[src/inc/dsdpr_consts.svh]
`ifndef DSDPR_CONSTS_SVH
`define DSDPR_CONSTS_SVH

// Serial word layout, positions in the 22-bit shift register
`define DSDPR_WORD_W 22
`define DSDPR_DATA_W 20
`define DSDPR_ADDR_LSB 0
`define DSDPR_DATA_LSB 2
// Reference word fields
`define DSDPR_R_CNT_LSB 2
`define DSDPR_R_CNT_MSB 16
`define DSDPR_R_POL_BIT 17
`define DSDPR_R_HICUR_BIT 18
`define DSDPR_R_HIZ_BIT 19
`define DSDPR_R_SEL_LO_BIT 20
`define DSDPR_R_SEL_HI_BIT 21
// Feedback word fields
`define DSDPR_N_A_LSB 2
`define DSDPR_N_A_MSB 6
`define DSDPR_N_B_LSB 7
`define DSDPR_N_B_MSB 19
`define DSDPR_N_PRESC_BIT 20
`define DSDPR_N_SLEEP_BIT 21
// Reset value of every latched data word
`define DSDPR_WORD_RESET 20'h00000
// Least high or low time of the link clock, in ns
`define DSDPR_LINK_MIN_NS 50
`define DSDPR_CLK_NS 100

`endif

[src/inc/dsdpr_pkg.sv]
package dsdpr_pkg;
  typedef enum logic [1:0] {
    DSDPR_SEL_SEC_REF = 2'h0,
    DSDPR_SEL_SEC_FB = 2'h1,
    DSDPR_SEL_PRI_REF = 2'h2,
    DSDPR_SEL_PRI_FB = 2'h3
  } dsdpr_sel_t;
  typedef logic [19:0] dsdpr_data_t;
endpackage

[src/hw/dsdpr_sync.sv]
`timescale 1ns/1ps
`default_nettype none
module dsdpr_sync (
  input wire logic clk_sys,
  input wire logic reset_n,
  input wire logic async_in,
  output logic sync_out,
  output logic rise_pulse
);
  logic meta_r;
  logic sync_r;
  logic last_r;
  logic meta_nxt;
  logic sync_nxt;
  logic last_nxt;

  always_comb begin
    meta_nxt = async_in;
    sync_nxt = meta_r;
    last_nxt = sync_r;
  end

  always_ff @(posedge clk_sys) begin
    if (!reset_n) begin
      meta_r <= 1'b0;
      sync_r <= 1'b0;
      last_r <= 1'b0;
    end else begin
      meta_r <= meta_nxt;
      sync_r <= sync_nxt;
      last_r <= last_nxt;
    end
  end

  assign sync_out = sync_r;
  assign rise_pulse = sync_r & ~last_r;
endmodule
`default_nettype wire

[src/hw/dsdpr_loop_counter.sv]
`timescale 1ns/1ps
`default_nettype none
// Free-running divider held at zero while its loop sleeps
module dsdpr_loop_counter #(
  parameter int WIDTH = 15
) (
  input wire logic clk_sys,
  input wire logic reset_n,
  input wire logic count_en,
  input wire logic hold_zero,
  input wire logic [WIDTH-1:0] ratio,
  output logic [WIDTH-1:0] count,
  output logic wrap_pulse
);
  logic [WIDTH-1:0] count_r;
  logic [WIDTH-1:0] count_nxt;
  logic wrap_r;
  logic wrap_nxt;

  initial begin
    if (WIDTH < 2 || WIDTH > 24) $error("dsdpr_loop_counter: WIDTH out of range");
  end

  always_comb begin
    count_nxt = count_r;
    wrap_nxt = 1'b0;
    if (hold_zero) begin
      count_nxt = '0;
    end else if (count_en) begin
      if (count_r + WIDTH'(1) >= ratio) begin
        count_nxt = '0;
        wrap_nxt = 1'b1;
      end else begin
        count_nxt = count_r + WIDTH'(1);
      end
    end
  end

  always_ff @(posedge clk_sys) begin
    if (!reset_n) begin
      count_r <= '0;
      wrap_r <= 1'b0;
    end else begin
      count_r <= count_nxt;
      wrap_r <= wrap_nxt;
    end
  end

  assign count = count_r;
  assign wrap_pulse = wrap_r;
endmodule
`default_nettype wire

[src/hw/dsdpr_regs.sv]
// Function
// [RULE_01] Address 00 latches secondary reference word
// [RULE_02] Address 10 latches primary reference word
// [RULE_03] Address 01 latches secondary feedback word
// [RULE_04] Address 11 latches primary feedback word
// [RULE_05] Controller shifts MSB first, address last
// [RULE_06] Reference ratio in bits 16..2 sets counter
// [RULE_07] Controller keeps reference ratio 2..32767
// [RULE_08] Secondary reference word carries mode bits 21..17
// [RULE_09] Primary reference word carries mode bits 21..17
// [RULE_10] Secondary feedback: swallow 6..2, program 19..7
// [RULE_11] Primary feedback: swallow 6..2, program 19..7
// [RULE_12] Secondary sleep bit 21, prescaler bit 20
// [RULE_13] Primary sleep bit 21, prescaler bit 20
// [RULE_14] Controller keeps program count 3..8191
// [RULE_15] Prescaler bit 0 low pair, 1 high pair
// [RULE_16] Controller keeps swallow below modulus and program; the test controller also writes swallow equal to program
// [RULE_17] Sleeping loop counters held zero, restart zero
// [RULE_18] Data sampled on link clock rise, strobe low
`timescale 1ns/1ps
`default_nettype none
`include "dsdpr_consts.svh"
module dsdpr_regs #(
  parameter int REF_W = 15,
  parameter int PROG_W = 13,
  parameter int SWAL_W = 5
) (
  input wire logic clk_sys,
  input wire logic reset_n,
  input wire logic link_data,
  input wire logic link_clock,
  input wire logic latch_strobe,
  input wire logic secondary_ref_tick,
  input wire logic primary_ref_tick,
  input wire logic secondary_fb_tick,
  input wire logic primary_fb_tick,
  output dsdpr_pkg::dsdpr_data_t secondary_ref_divider_word,
  output dsdpr_pkg::dsdpr_data_t primary_ref_divider_word,
  output dsdpr_pkg::dsdpr_data_t secondary_feedback_divider_word,
  output dsdpr_pkg::dsdpr_data_t primary_feedback_divider_word,
  output logic [REF_W-1:0] secondary_ref_count,
  output logic [REF_W-1:0] primary_ref_count,
  output logic [SWAL_W-1:0] secondary_swallow_count,
  output logic [PROG_W-1:0] secondary_prog_count,
  output logic [SWAL_W-1:0] primary_swallow_count,
  output logic [PROG_W-1:0] primary_prog_count,
  output logic [3:0] test_output_select,
  output logic secondary_pump_hiz,
  output logic primary_pump_hiz,
  output logic secondary_pump_high_current,
  output logic primary_pump_high_current,
  output logic secondary_detector_polarity,
  output logic primary_detector_polarity,
  output logic secondary_loop_sleep,
  output logic primary_loop_sleep,
  output logic [5:0] secondary_modulus,
  output logic [5:0] primary_modulus,
  output logic secondary_ref_wrap,
  output logic primary_ref_wrap,
  output logic secondary_fb_wrap,
  output logic primary_fb_wrap
);
  import dsdpr_pkg::*;

  localparam int LINK_MIN_CYC = (`DSDPR_LINK_MIN_NS + `DSDPR_CLK_NS - 1) / `DSDPR_CLK_NS;
  localparam int FB_W = PROG_W + SWAL_W;

  initial begin
    if (REF_W != `DSDPR_R_CNT_MSB - `DSDPR_R_CNT_LSB + 1) $error("dsdpr_regs: REF_W mismatch");
    if (PROG_W != `DSDPR_N_B_MSB - `DSDPR_N_B_LSB + 1) $error("dsdpr_regs: PROG_W mismatch");
    if (SWAL_W != `DSDPR_N_A_MSB - `DSDPR_N_A_LSB + 1) $error("dsdpr_regs: SWAL_W mismatch");
    if (LINK_MIN_CYC < 1) $error("dsdpr_regs: link timing too short");
    if (`DSDPR_DATA_W + 2 != `DSDPR_WORD_W) $error("dsdpr_regs: word layout mismatch");
    if (FB_W > 24) $error("dsdpr_regs: feedback counter too wide");
    if ((1 << SWAL_W) != 32) $error("dsdpr_regs: swallow width must match high modulus");
  end

  // Low modulus of the dual-modulus prescaler for each select level
  function automatic logic [5:0] modulus_of(input logic presc_high);
    modulus_of = presc_high ? 6'h20 : 6'h10;
  endfunction

  // A word keeps its value unless this strobe edge addressed it
  function automatic dsdpr_data_t next_word(
    input dsdpr_data_t cur,
    input logic hit,
    input dsdpr_data_t fresh
  );
    next_word = hit ? fresh : cur;
  endfunction

  // Feedback ratio is program count times modulus plus swallow count
  function automatic logic [FB_W-1:0] fb_ratio_of(
    input logic [PROG_W-1:0] prog,
    input logic [SWAL_W-1:0] swallow,
    input logic [5:0] modulus
  );
    logic [FB_W-1:0] scaled;
    scaled = {prog, {SWAL_W{1'b0}}};
    if (modulus == 6'h10) begin
      scaled = scaled >> 1;
    end
    fb_ratio_of = scaled + FB_W'(swallow);
  endfunction

  logic clk_sync;
  logic clk_rise;
  logic data_sync;
  logic strobe_sync;
  logic strobe_rise;

  // Data is delayed by the same two stages as the clock so both line up
  dsdpr_sync u_sync_clk (
    .clk_sys(clk_sys),
    .reset_n(reset_n),
    .async_in(link_clock),
    .sync_out(clk_sync),
    .rise_pulse(clk_rise)
  );

  dsdpr_sync u_sync_data (
    .clk_sys(clk_sys),
    .reset_n(reset_n),
    .async_in(link_data),
    .sync_out(data_sync),
    .rise_pulse()
  );

  dsdpr_sync u_sync_strobe (
    .clk_sys(clk_sys),
    .reset_n(reset_n),
    .async_in(latch_strobe),
    .sync_out(strobe_sync),
    .rise_pulse(strobe_rise)
  );

  logic [`DSDPR_WORD_W-1:0] shift_r;
  logic [`DSDPR_WORD_W-1:0] shift_nxt;
  dsdpr_data_t sec_ref_r;
  dsdpr_data_t sec_ref_nxt;
  dsdpr_data_t pri_ref_r;
  dsdpr_data_t pri_ref_nxt;
  dsdpr_data_t sec_fb_r;
  dsdpr_data_t sec_fb_nxt;
  dsdpr_data_t pri_fb_r;
  dsdpr_data_t pri_fb_nxt;
  dsdpr_sel_t sel;
  dsdpr_data_t data_field;
  logic [3:0] load_hit;

  assign sel = dsdpr_sel_t'(shift_r[`DSDPR_ADDR_LSB +: 2]);
  assign data_field = shift_r[`DSDPR_DATA_LSB +: `DSDPR_DATA_W];

  always_comb begin
    shift_nxt = shift_r;
    // Serial clock edges while the strobe is high are ignored
    if (clk_rise && !strobe_sync) begin
      shift_nxt = {shift_r[`DSDPR_WORD_W-2:0], data_sync}; // see [RULE_18] see [RULE_05]
    end
  end

  always_ff @(posedge clk_sys) begin
    if (!reset_n) begin
      shift_r <= '0;
    end else begin
      shift_r <= shift_nxt;
    end
  end

  // Bit index of load_hit equals the address code
  always_comb begin
    load_hit = 4'h0;
    if (strobe_rise) begin
      unique case (sel)
        DSDPR_SEL_SEC_REF: load_hit[0] = 1'b1; // see [RULE_01]
        DSDPR_SEL_SEC_FB: load_hit[1] = 1'b1; // see [RULE_03]
        DSDPR_SEL_PRI_REF: load_hit[2] = 1'b1; // see [RULE_02]
        DSDPR_SEL_PRI_FB: load_hit[3] = 1'b1; // see [RULE_04]
      endcase
    end
  end

  always_comb begin
    sec_ref_nxt = next_word(sec_ref_r, load_hit[0], data_field); // see [RULE_01]
  end

  always_ff @(posedge clk_sys) begin
    if (!reset_n) begin
      sec_ref_r <= `DSDPR_WORD_RESET;
    end else begin
      sec_ref_r <= sec_ref_nxt;
    end
  end

  always_comb begin
    sec_fb_nxt = next_word(sec_fb_r, load_hit[1], data_field); // see [RULE_03]
  end

  always_ff @(posedge clk_sys) begin
    if (!reset_n) begin
      sec_fb_r <= `DSDPR_WORD_RESET;
    end else begin
      sec_fb_r <= sec_fb_nxt;
    end
  end

  always_comb begin
    pri_ref_nxt = next_word(pri_ref_r, load_hit[2], data_field); // see [RULE_02]
  end

  always_ff @(posedge clk_sys) begin
    if (!reset_n) begin
      pri_ref_r <= `DSDPR_WORD_RESET;
    end else begin
      pri_ref_r <= pri_ref_nxt;
    end
  end

  always_comb begin
    pri_fb_nxt = next_word(pri_fb_r, load_hit[3], data_field); // see [RULE_04]
  end

  always_ff @(posedge clk_sys) begin
    if (!reset_n) begin
      pri_fb_r <= `DSDPR_WORD_RESET;
    end else begin
      pri_fb_r <= pri_fb_nxt;
    end
  end

  assign secondary_ref_divider_word = sec_ref_r;
  assign primary_ref_divider_word = pri_ref_r;
  assign secondary_feedback_divider_word = sec_fb_r;
  assign primary_feedback_divider_word = pri_fb_r;

  // Data words hold shift positions 21..2, so subtract the data offset
  localparam int D = `DSDPR_DATA_LSB;
  assign secondary_ref_count = sec_ref_r[`DSDPR_R_CNT_MSB-D:`DSDPR_R_CNT_LSB-D]; // see [RULE_06]
  assign primary_ref_count = pri_ref_r[`DSDPR_R_CNT_MSB-D:`DSDPR_R_CNT_LSB-D]; // see [RULE_06]
  assign test_output_select = {
    pri_ref_r[`DSDPR_R_SEL_HI_BIT-D],
    pri_ref_r[`DSDPR_R_SEL_LO_BIT-D],
    sec_ref_r[`DSDPR_R_SEL_HI_BIT-D],
    sec_ref_r[`DSDPR_R_SEL_LO_BIT-D]
  }; // see [RULE_08] see [RULE_09]
  assign secondary_pump_hiz = sec_ref_r[`DSDPR_R_HIZ_BIT-D]; // see [RULE_08]
  assign secondary_pump_high_current = sec_ref_r[`DSDPR_R_HICUR_BIT-D]; // see [RULE_08]
  assign secondary_detector_polarity = sec_ref_r[`DSDPR_R_POL_BIT-D]; // see [RULE_08]
  assign primary_pump_hiz = pri_ref_r[`DSDPR_R_HIZ_BIT-D]; // see [RULE_09]
  assign primary_pump_high_current = pri_ref_r[`DSDPR_R_HICUR_BIT-D]; // see [RULE_09]
  assign primary_detector_polarity = pri_ref_r[`DSDPR_R_POL_BIT-D]; // see [RULE_09]
  assign secondary_swallow_count = sec_fb_r[`DSDPR_N_A_MSB-D:`DSDPR_N_A_LSB-D]; // see [RULE_10]
  assign secondary_prog_count = sec_fb_r[`DSDPR_N_B_MSB-D:`DSDPR_N_B_LSB-D]; // see [RULE_10]
  assign primary_swallow_count = pri_fb_r[`DSDPR_N_A_MSB-D:`DSDPR_N_A_LSB-D]; // see [RULE_11]
  assign primary_prog_count = pri_fb_r[`DSDPR_N_B_MSB-D:`DSDPR_N_B_LSB-D]; // see [RULE_11]
  assign secondary_loop_sleep = sec_fb_r[`DSDPR_N_SLEEP_BIT-D]; // see [RULE_12]
  assign primary_loop_sleep = pri_fb_r[`DSDPR_N_SLEEP_BIT-D]; // see [RULE_13]
  // Only the 16/32 band is modelled; the lowest-band loop halves this value
  assign secondary_modulus = modulus_of(sec_fb_r[`DSDPR_N_PRESC_BIT-D]); // see [RULE_12] see [RULE_15]
  assign primary_modulus = modulus_of(pri_fb_r[`DSDPR_N_PRESC_BIT-D]); // see [RULE_13] see [RULE_15]

  logic [FB_W-1:0] sec_fb_ratio;
  logic [FB_W-1:0] pri_fb_ratio;
  assign sec_fb_ratio = fb_ratio_of(secondary_prog_count, secondary_swallow_count, secondary_modulus);
  assign pri_fb_ratio = fb_ratio_of(primary_prog_count, primary_swallow_count, primary_modulus);

  dsdpr_loop_counter #(.WIDTH(REF_W)) u_sec_ref_cnt (
    .clk_sys(clk_sys),
    .reset_n(reset_n),
    .count_en(secondary_ref_tick),
    .hold_zero(secondary_loop_sleep), // see [RULE_17]
    .ratio(secondary_ref_count),
    .count(),
    .wrap_pulse(secondary_ref_wrap)
  );

  dsdpr_loop_counter #(.WIDTH(REF_W)) u_pri_ref_cnt (
    .clk_sys(clk_sys),
    .reset_n(reset_n),
    .count_en(primary_ref_tick),
    .hold_zero(primary_loop_sleep), // see [RULE_17]
    .ratio(primary_ref_count),
    .count(),
    .wrap_pulse(primary_ref_wrap)
  );

  dsdpr_loop_counter #(.WIDTH(FB_W)) u_sec_fb_cnt (
    .clk_sys(clk_sys),
    .reset_n(reset_n),
    .count_en(secondary_fb_tick),
    .hold_zero(secondary_loop_sleep), // see [RULE_17]
    .ratio(sec_fb_ratio),
    .count(),
    .wrap_pulse(secondary_fb_wrap)
  );

  dsdpr_loop_counter #(.WIDTH(FB_W)) u_pri_fb_cnt (
    .clk_sys(clk_sys),
    .reset_n(reset_n),
    .count_en(primary_fb_tick),
    .hold_zero(primary_loop_sleep), // see [RULE_17]
    .ratio(pri_fb_ratio),
    .count(),
    .wrap_pulse(primary_fb_wrap)
  );
endmodule
`default_nettype wire

[config.mk]
export PLATFORM = sky130hd
export DESIGN_NAME = dsdpr_regs
export DESIGN_NICKNAME = d
export VERILOG_FILES = /design/src/inc/dsdpr_pkg.sv /design/src/hw/dsdpr_sync.sv /design/src/hw/dsdpr_loop_counter.sv /design/src/hw/dsdpr_regs.sv
export VERILOG_INCLUDE_DIRS = /design/src /design/src/inc
export SDC_FILE = /design/constraint.sdc
export NUM_CORES = 1
export LEC_CHECK = 0
export BUFFER_PORTS_ARGS = -buffer_cell sky130_fd_sc_hd__buf_2
export CORE_ASPECT_RATIO = 0.9
export CORE_MARGIN = 1
export CORE_UTILIZATION = 58
export DETAILED_ROUTE_END_ITERATION = 6
export GPL_ROUTABILITY_DRIVEN = 0
export GPL_TIMING_DRIVEN = 0
export PLACE_DENSITY = 0.79
export SLEW_MARGIN = 5
export SYNTH_ARGS = -nofsm -noshare
export SYNTH_HDL_FRONTEND = slang
export SYNTH_SLANG_ARGS = --single-unit
[constraint.sdc]
create_clock -name clk_sys -period 4.5 [get_ports clk_sys]
set_input_delay 0.9 -clock clk_sys [delete_from_list [all_inputs] [get_ports clk_sys]]
set_output_delay 0.9 -clock clk_sys [all_outputs]
set_load 0.005 [all_outputs]
Yosys cells after proc, flatten, opt, wreduce, memory -nomap -nowiden
Cells that the tools add are included.
Word-level totals
  input bits: 9
  logic and storage cells: 71
  register bits after elaboration: 180
  output and inout port bits: 174
Cells by class
  add/sub/neg operators: 6
  equal/unequal tests: 5
  muxes and demuxes: 17
  bitwise gates (word level): 9
  reduce and logical (&&, ||, !) cells: 9
  order comparisons: 4
Operators by type and width (count)
  two-way mux 18 bit: 4
  adder 18 x 1 -> 18 bit, second input constant: 2
  adder 18 x 5 -> 18 bit: 2
  >= comparator 18 bit: 2
  adder 15 x 1 -> 15 bit, second input constant: 2
  >= comparator 15 bit: 2
  two-way mux 15 bit: 2
  == test 6 x 5 -> 1 bit, second input constant: 2
  two-way mux 6 bit: 2
  OR reduction 3 bit: 4
  two-way mux 1 bit: 8
  NOT 1 bit: 7
  == test 2 bit, second input constant: 2
  two-way mux 4 bit: 1
  OR reduction 2 bit: 2
  AND 1 bit: 2
  == test 2 x 1 -> 1 bit, second input constant: 1
  logical NOT 2 bit: 1
  logical AND 1 bit: 1
  logical NOT 1 bit: 1

Depth between registers and ports, before layout
  depth in word-level cells: 6
  mapped depth: 20
  mapped depth without buffers: 16

Hierarchy
A second synthesis with hierarchy kept.
Unflattened totals
  cells, all modules: 1494
  area, all modules: 12036.5 um^2
Modules (own cells, without submodules)
  dsdpr_regs: times used 1, cells each 683, seq. area each 2042.0 um^2, area an instance 5522.8 um^2
  dsdpr_loop_counter at u_pri_fb_cnt ...: times used 2, cells each 212, seq. area each 380.4 um^2, area an instance 1615.3 um^2
  dsdpr_loop_counter at u_pri_ref_cnt ...: times used 2, cells each 183, seq. area each 320.3 um^2, area an instance 1502.7 um^2
  dsdpr_sync: times used 3, cells each 7, seq. area each 60.1 um^2, area an instance 92.6 um^2

Worst setup path before layout
OpenSTA, ideal clock, no wires.
  path kind: register to register
  start: register pri_fb_r[18], in the netlist primary_feedback_divider_word[18]
  end: register u_pri_fb_cnt.count_r[12], in the netlist u_pri_fb_cnt.count[12]
  data arrival time: 4085 ps
  setup slack: 320 ps
  stages on the path, launching flop included: 20
  data required time: 4405 ps
  path buffers: 4
  library setup time: 95 ps
  clock period less this slack: 4180 ps
  cells stage by stage: dfxtp_1 buf_6 buf_4 clkbuf_1 nor2b_1 ha_1 nand3_1 a2111oi_4 and4_4 and3_4 mux2_1 a32oi_1 ha_1 nand4_1 nor2_1 a31o_1 a211oi_4 buf_2 nand4_1 o311ai_1
Between the ends
  cells in the longest elaborated chain, start to end: 6
Ends and longest elaborated chain
  from (decl): line dsdpr_regs.sv:145  | dsdpr_data_t pri_fb_r;
  from (signal assigned): line dsdpr_regs.sv:225  | pri_fb_r <= `DSDPR_WORD_RESET;
  from (signal assigned): line dsdpr_regs.sv:227  | pri_fb_r <= pri_fb_nxt;
  two-way mux 6 bit: line dsdpr_regs.sv:80  | modulus_of = presc_high ? 6'h20 : 6'h10;
  == test 6 x 5 -> 1 bit: line dsdpr_regs.sv:100  | if (modulus == 6'h10) begin
  two-way mux 18 bit: line dsdpr_regs.sv:100
  adder 18 x 5 -> 18 bit: line dsdpr_regs.sv:103  | fb_ratio_of = scaled + FB_W'(swallow);
  >= comparator 18 bit: line dsdpr_loop_counter.sv:30  | if (count_r + WIDTH'(1) >= ratio) begin
  two-way mux 18 bit: line dsdpr_loop_counter.sv:30
  to (signal assigned): line dsdpr_loop_counter.sv:44  | count_r <= count_nxt;
  to (decl): line dsdpr_loop_counter.sv:15  | logic [WIDTH-1:0] count_r;
Every way passes these cells.
A chain may end at the register's enable or synchronous reset.

Worst setup path in the final report
  start: register pri_fb_r[18], in the netlist primary_feedback_divider_word[18]
  end: register u_pri_fb_cnt.count_r[2], in the netlist u_pri_fb_cnt.count[2]
The elaborated chain is that of the path after synthesis.

==> flow_metrics.env <==
export IMPL_async_flop_share_pct=0
export IMPL_start_kind="register"
export IMPL_core_sq_mm=0.0185
export IMPL_critPathMaxFanout=10
export IMPL_switching_share_pct=22.3
export IMPL_start_util_pct=59.8
export IMPL_synth_area_per_cell_sq_um=8.07
export IMPL_fin_worst_skew_ns=0.00926
export IMPL_clkLatencyLatePin_ns=0.43
export IMPL_hold_depth=1
export IMPL_max_clock_path_buffers=2
export IMPL_arrival_ns=4.67
export IMPL_diodes=0
export IMPL_grt_setup_unrepaired="yes"
export IMPL_vias=10100
export IMPL_p_clk_share_pct=47.3
export IMPL_finalCritPeriodShare_pct=95.9
export IMPL_cts_tree="done"
export IMPL_yosysWarnings=0
export IMPL_grt_max_degree=17
export IMPL_wl_microns=28100
export IMPL_via_per_inst=5.51
export IMPL_cts_root_buf="clkbuf_16"
export IMPL_worst_pin_slew_ns=0.761
export IMPL_die_w_microns=148
export IMPL_hold_violations=0
export IMPL_leakage_nw=5.67
export IMPL_drt_drc_violations_left=0
export IMPL_clock_fmax_ghz=0.232
export IMPL_dr_pass1_iters=5
export IMPL_syn_inst=1373
export IMPL_wl_per_cell_microns=15.3
export IMPL_status="finished clean"
export IMPL_dp_hpwl_microns=20300
export IMPL_ys_types=77
export IMPL_drv_slew=0
export IMPL_synth_area_leaders="dfxtp_1 33%, nand2_1 10%, ha_1 8.4%, a21boi_0 7.1%, buf_4 6.2%"
export IMPL_ys_ff_latch=180
export IMPL_place_area_sq_mm=0.0123
export IMPL_power_density_mw_per_mm2=252
export IMPL_setup_violations=0
export IMPL_drt_initial_drc_count=638
export IMPL_grt_pass1_wl_microns=44300
export IMPL_portBuffers=173
export IMPL_seqPwrFrac_pct=48.7
export IMPL_synthFlopType="dfxtp_1"
export IMPL_cts_sinks=180
export IMPL_io_pins=183
export IMPL_drive_gt1_share_pct=22.2
export IMPL_syn_cell_area_sq_mm=0.0111
export IMPL_syn_to_final_growth_pct=18.1
export IMPL_fill_cells=1486
export IMPL_grt_pass1_vias=9086
export IMPL_comb_power_share_pct=3.9
export IMPL_grt_ovfl_total=0
export IMPL_setup_tns_ns=0
export IMPL_synth_edf_count=0
export IMPL_drv_cap=0
export IMPL_worstPathRequired_ns=4.86
export IMPL_hold_class="register to register"
export IMPL_place_inst=1798
export IMPL_drtAntennaViolNets=0
export IMPL_grtUsageTotal_pct=28.1
export IMPL_rows=47
export IMPL_post_route_cell_area_sq_mm=0.0131
export IMPL_final_cells=1837
export IMPL_clkSlewWorstSetupHoldPaths_ns=0.07
export IMPL_synth_top_area_share_pct=32.5
export IMPL_max_vdd_ir_drop_mv=0.281
export IMPL_path_class="register to register"
export IMPL_htree_levels=4
export IMPL_cts_buffers=17
export IMPL_antenna_found_initial=0
export IMPL_ys_seq_area_share_pct=32.5
export IMPL_die_h_microns=133
export IMPL_layout_cells_most_common="nand2_1"
export IMPL_pre_cts_ws_ns=-0.313
export IMPL_post_route_util_pct=70.6
export IMPL_nNetsFinal=1662
export IMPL_finalWorstSetupSlack_ns=0.186
export IMPL_final_cell_mix="299 x nand2_1, 181 x buf_2, 180 x dfxtp_1, 105 x a21boi_0, 97 x buf_4"
export IMPL_p_int_mw=2.56
export IMPL_p_sw_mw=0.737
export IMPL_hold_ws_ns=0.435
export IMPL_endpoint_kind="register"
export IMPL_relSlewSlack_pct=48.6
export IMPL_yosys_area_top_type="dfxtp_1"
export IMPL_reg2reg_depth=20
export IMPL_report_power_total_mw=3.30
export IMPL_die_area_sq_mm=0.0197
export IMPL_layout_min_cycle_time_ns=4.31
[final cells by class]
type,instances,area (sq um),area share [%]
plain buffers,162,983,7.52
clock buffers,22,464,3.55
clock inverters,10,144,1.10
inverters,59,221,1.69
multi-input cells,979,6430,49.2
flip-flops and latches,180,3600,27.6
well taps,245,307,2.34
repair buffers,180,923,7.06
[kinds of logic after synthesis]
family / synth area share [%]
flops: 32.5
other cells: 0.0339
xor+xnor: 7.51
fa+ha+maj: 8.36
mux: 2.37
compound gates: 16.9
buf+inv: 10.8
simple gates: 21.5
[state kept, by name (all words and copies together), names as in the netlist, 15 cells and up]
| register | cells |
|---|---|
| u_sec_ref_cnt.count | 15 |
| secondary_ref_divider_word | 20 |
| secondary_feedback_divider_word | 20 |
| primary_ref_divider_word | 20 |
| shift_r | 22 |
| primary_feedback_divider_word | 20 |
| u_pri_fb_cnt.count | 18 |
| u_pri_ref_cnt.count | 15 |
| u_sec_fb_cnt.count | 18 |
[layer usage]
layer,routed length [microns],global-route usage [%],vias to the layer above
li1,-,-,4996
met1,12600,37.2,4742
met2,13100,46.0,332
met3,1760,4.45,57
met4,665,10.5,0
met5,0,0,-
[worst max-delay path, stage by stage, from the launching register on]
cell	delay, ns
dfxtp_1	0.34
buf_6	0.15
buf_4	0.17
buf_4	0.18
nor2b_4	0.13
ha_4	0.16
nand3_2	0.11
a2111oi_4	0.44
and4_4	0.29
and3_4	0.19
mux2_1	0.31
a32oi_1	0.17
ha_1	0.27
nand4_1	0.21
o22ai_1	0.13
a31o_1	0.23
a211oi_4	0.22
buf_6	0.16
buf_6	0.13
a31oi_2	0.09
o22ai_1	0.14
[what timing repair did]
| item | in CTS | in global routing |
|---|---|---|
| buffers inserted | 2 | 4 |
| resized for setup | 4 | 28 |
| cloned | 0 | 1 |
| pin swaps | 2 | 5 |
| hold buffers | 0 | 0 |
| setup endpoints to repair | 37 | 37 |
[power groups by stage]
| stage | clock network (mW) | logic, mW | registers, mW |
|---|---|---|---|
| 6_report | 1.56 | 0.130 | 1.61 |
| 3_5_place_dp | 0 | 0.125 | 1.64 |
| 5_1_grt | 1.64 | 0.142 | 1.61 |
| 4_1_cts | 1.57 | 0.125 | 1.61 |
| 3_3_place_gp | 0 | 0.123 | 1.64 |
| 2_1_floorplan | 0 | 0.0882 | 1.64 |
[path summary, 6_finish.rpt]
kind / startpoint / endpoint / slack (ns)
worst max-delay path: primary_feedback_divider_word[18] / u_pri_fb_cnt.count[2] / 0.19
worst min-delay path: u_sync_strobe.meta_r / u_sync_strobe.sync_out / 0.43
worst max register to register: primary_feedback_divider_word[18] / u_pri_fb_cnt.count[2] / 0.19
worst min register to register: u_sync_strobe.meta_r / u_sync_strobe.sync_out / 0.43
[cells in the mapped netlist (8+ instances only)]
master    count
nor3_1       19
a32o_1       12
buf_2         8
and2_1       20
mux2i_1      17
a21o_1       11
a211oi_1      9
inv_1        59
dfxtp_1     180
nand4_1      31
nor2b_1      10
xor2_1       55
nand3_1      46
xnor2_1      40
clkbuf_1     58
buf_4        92
a21boi_0    105
a21oi_1      33
and3_1       18
o211ai_1      9
nor2_1       49
o21ai_0      20
ha_1         74
nand2_1     301
Power figures use the tool's default switching activity.
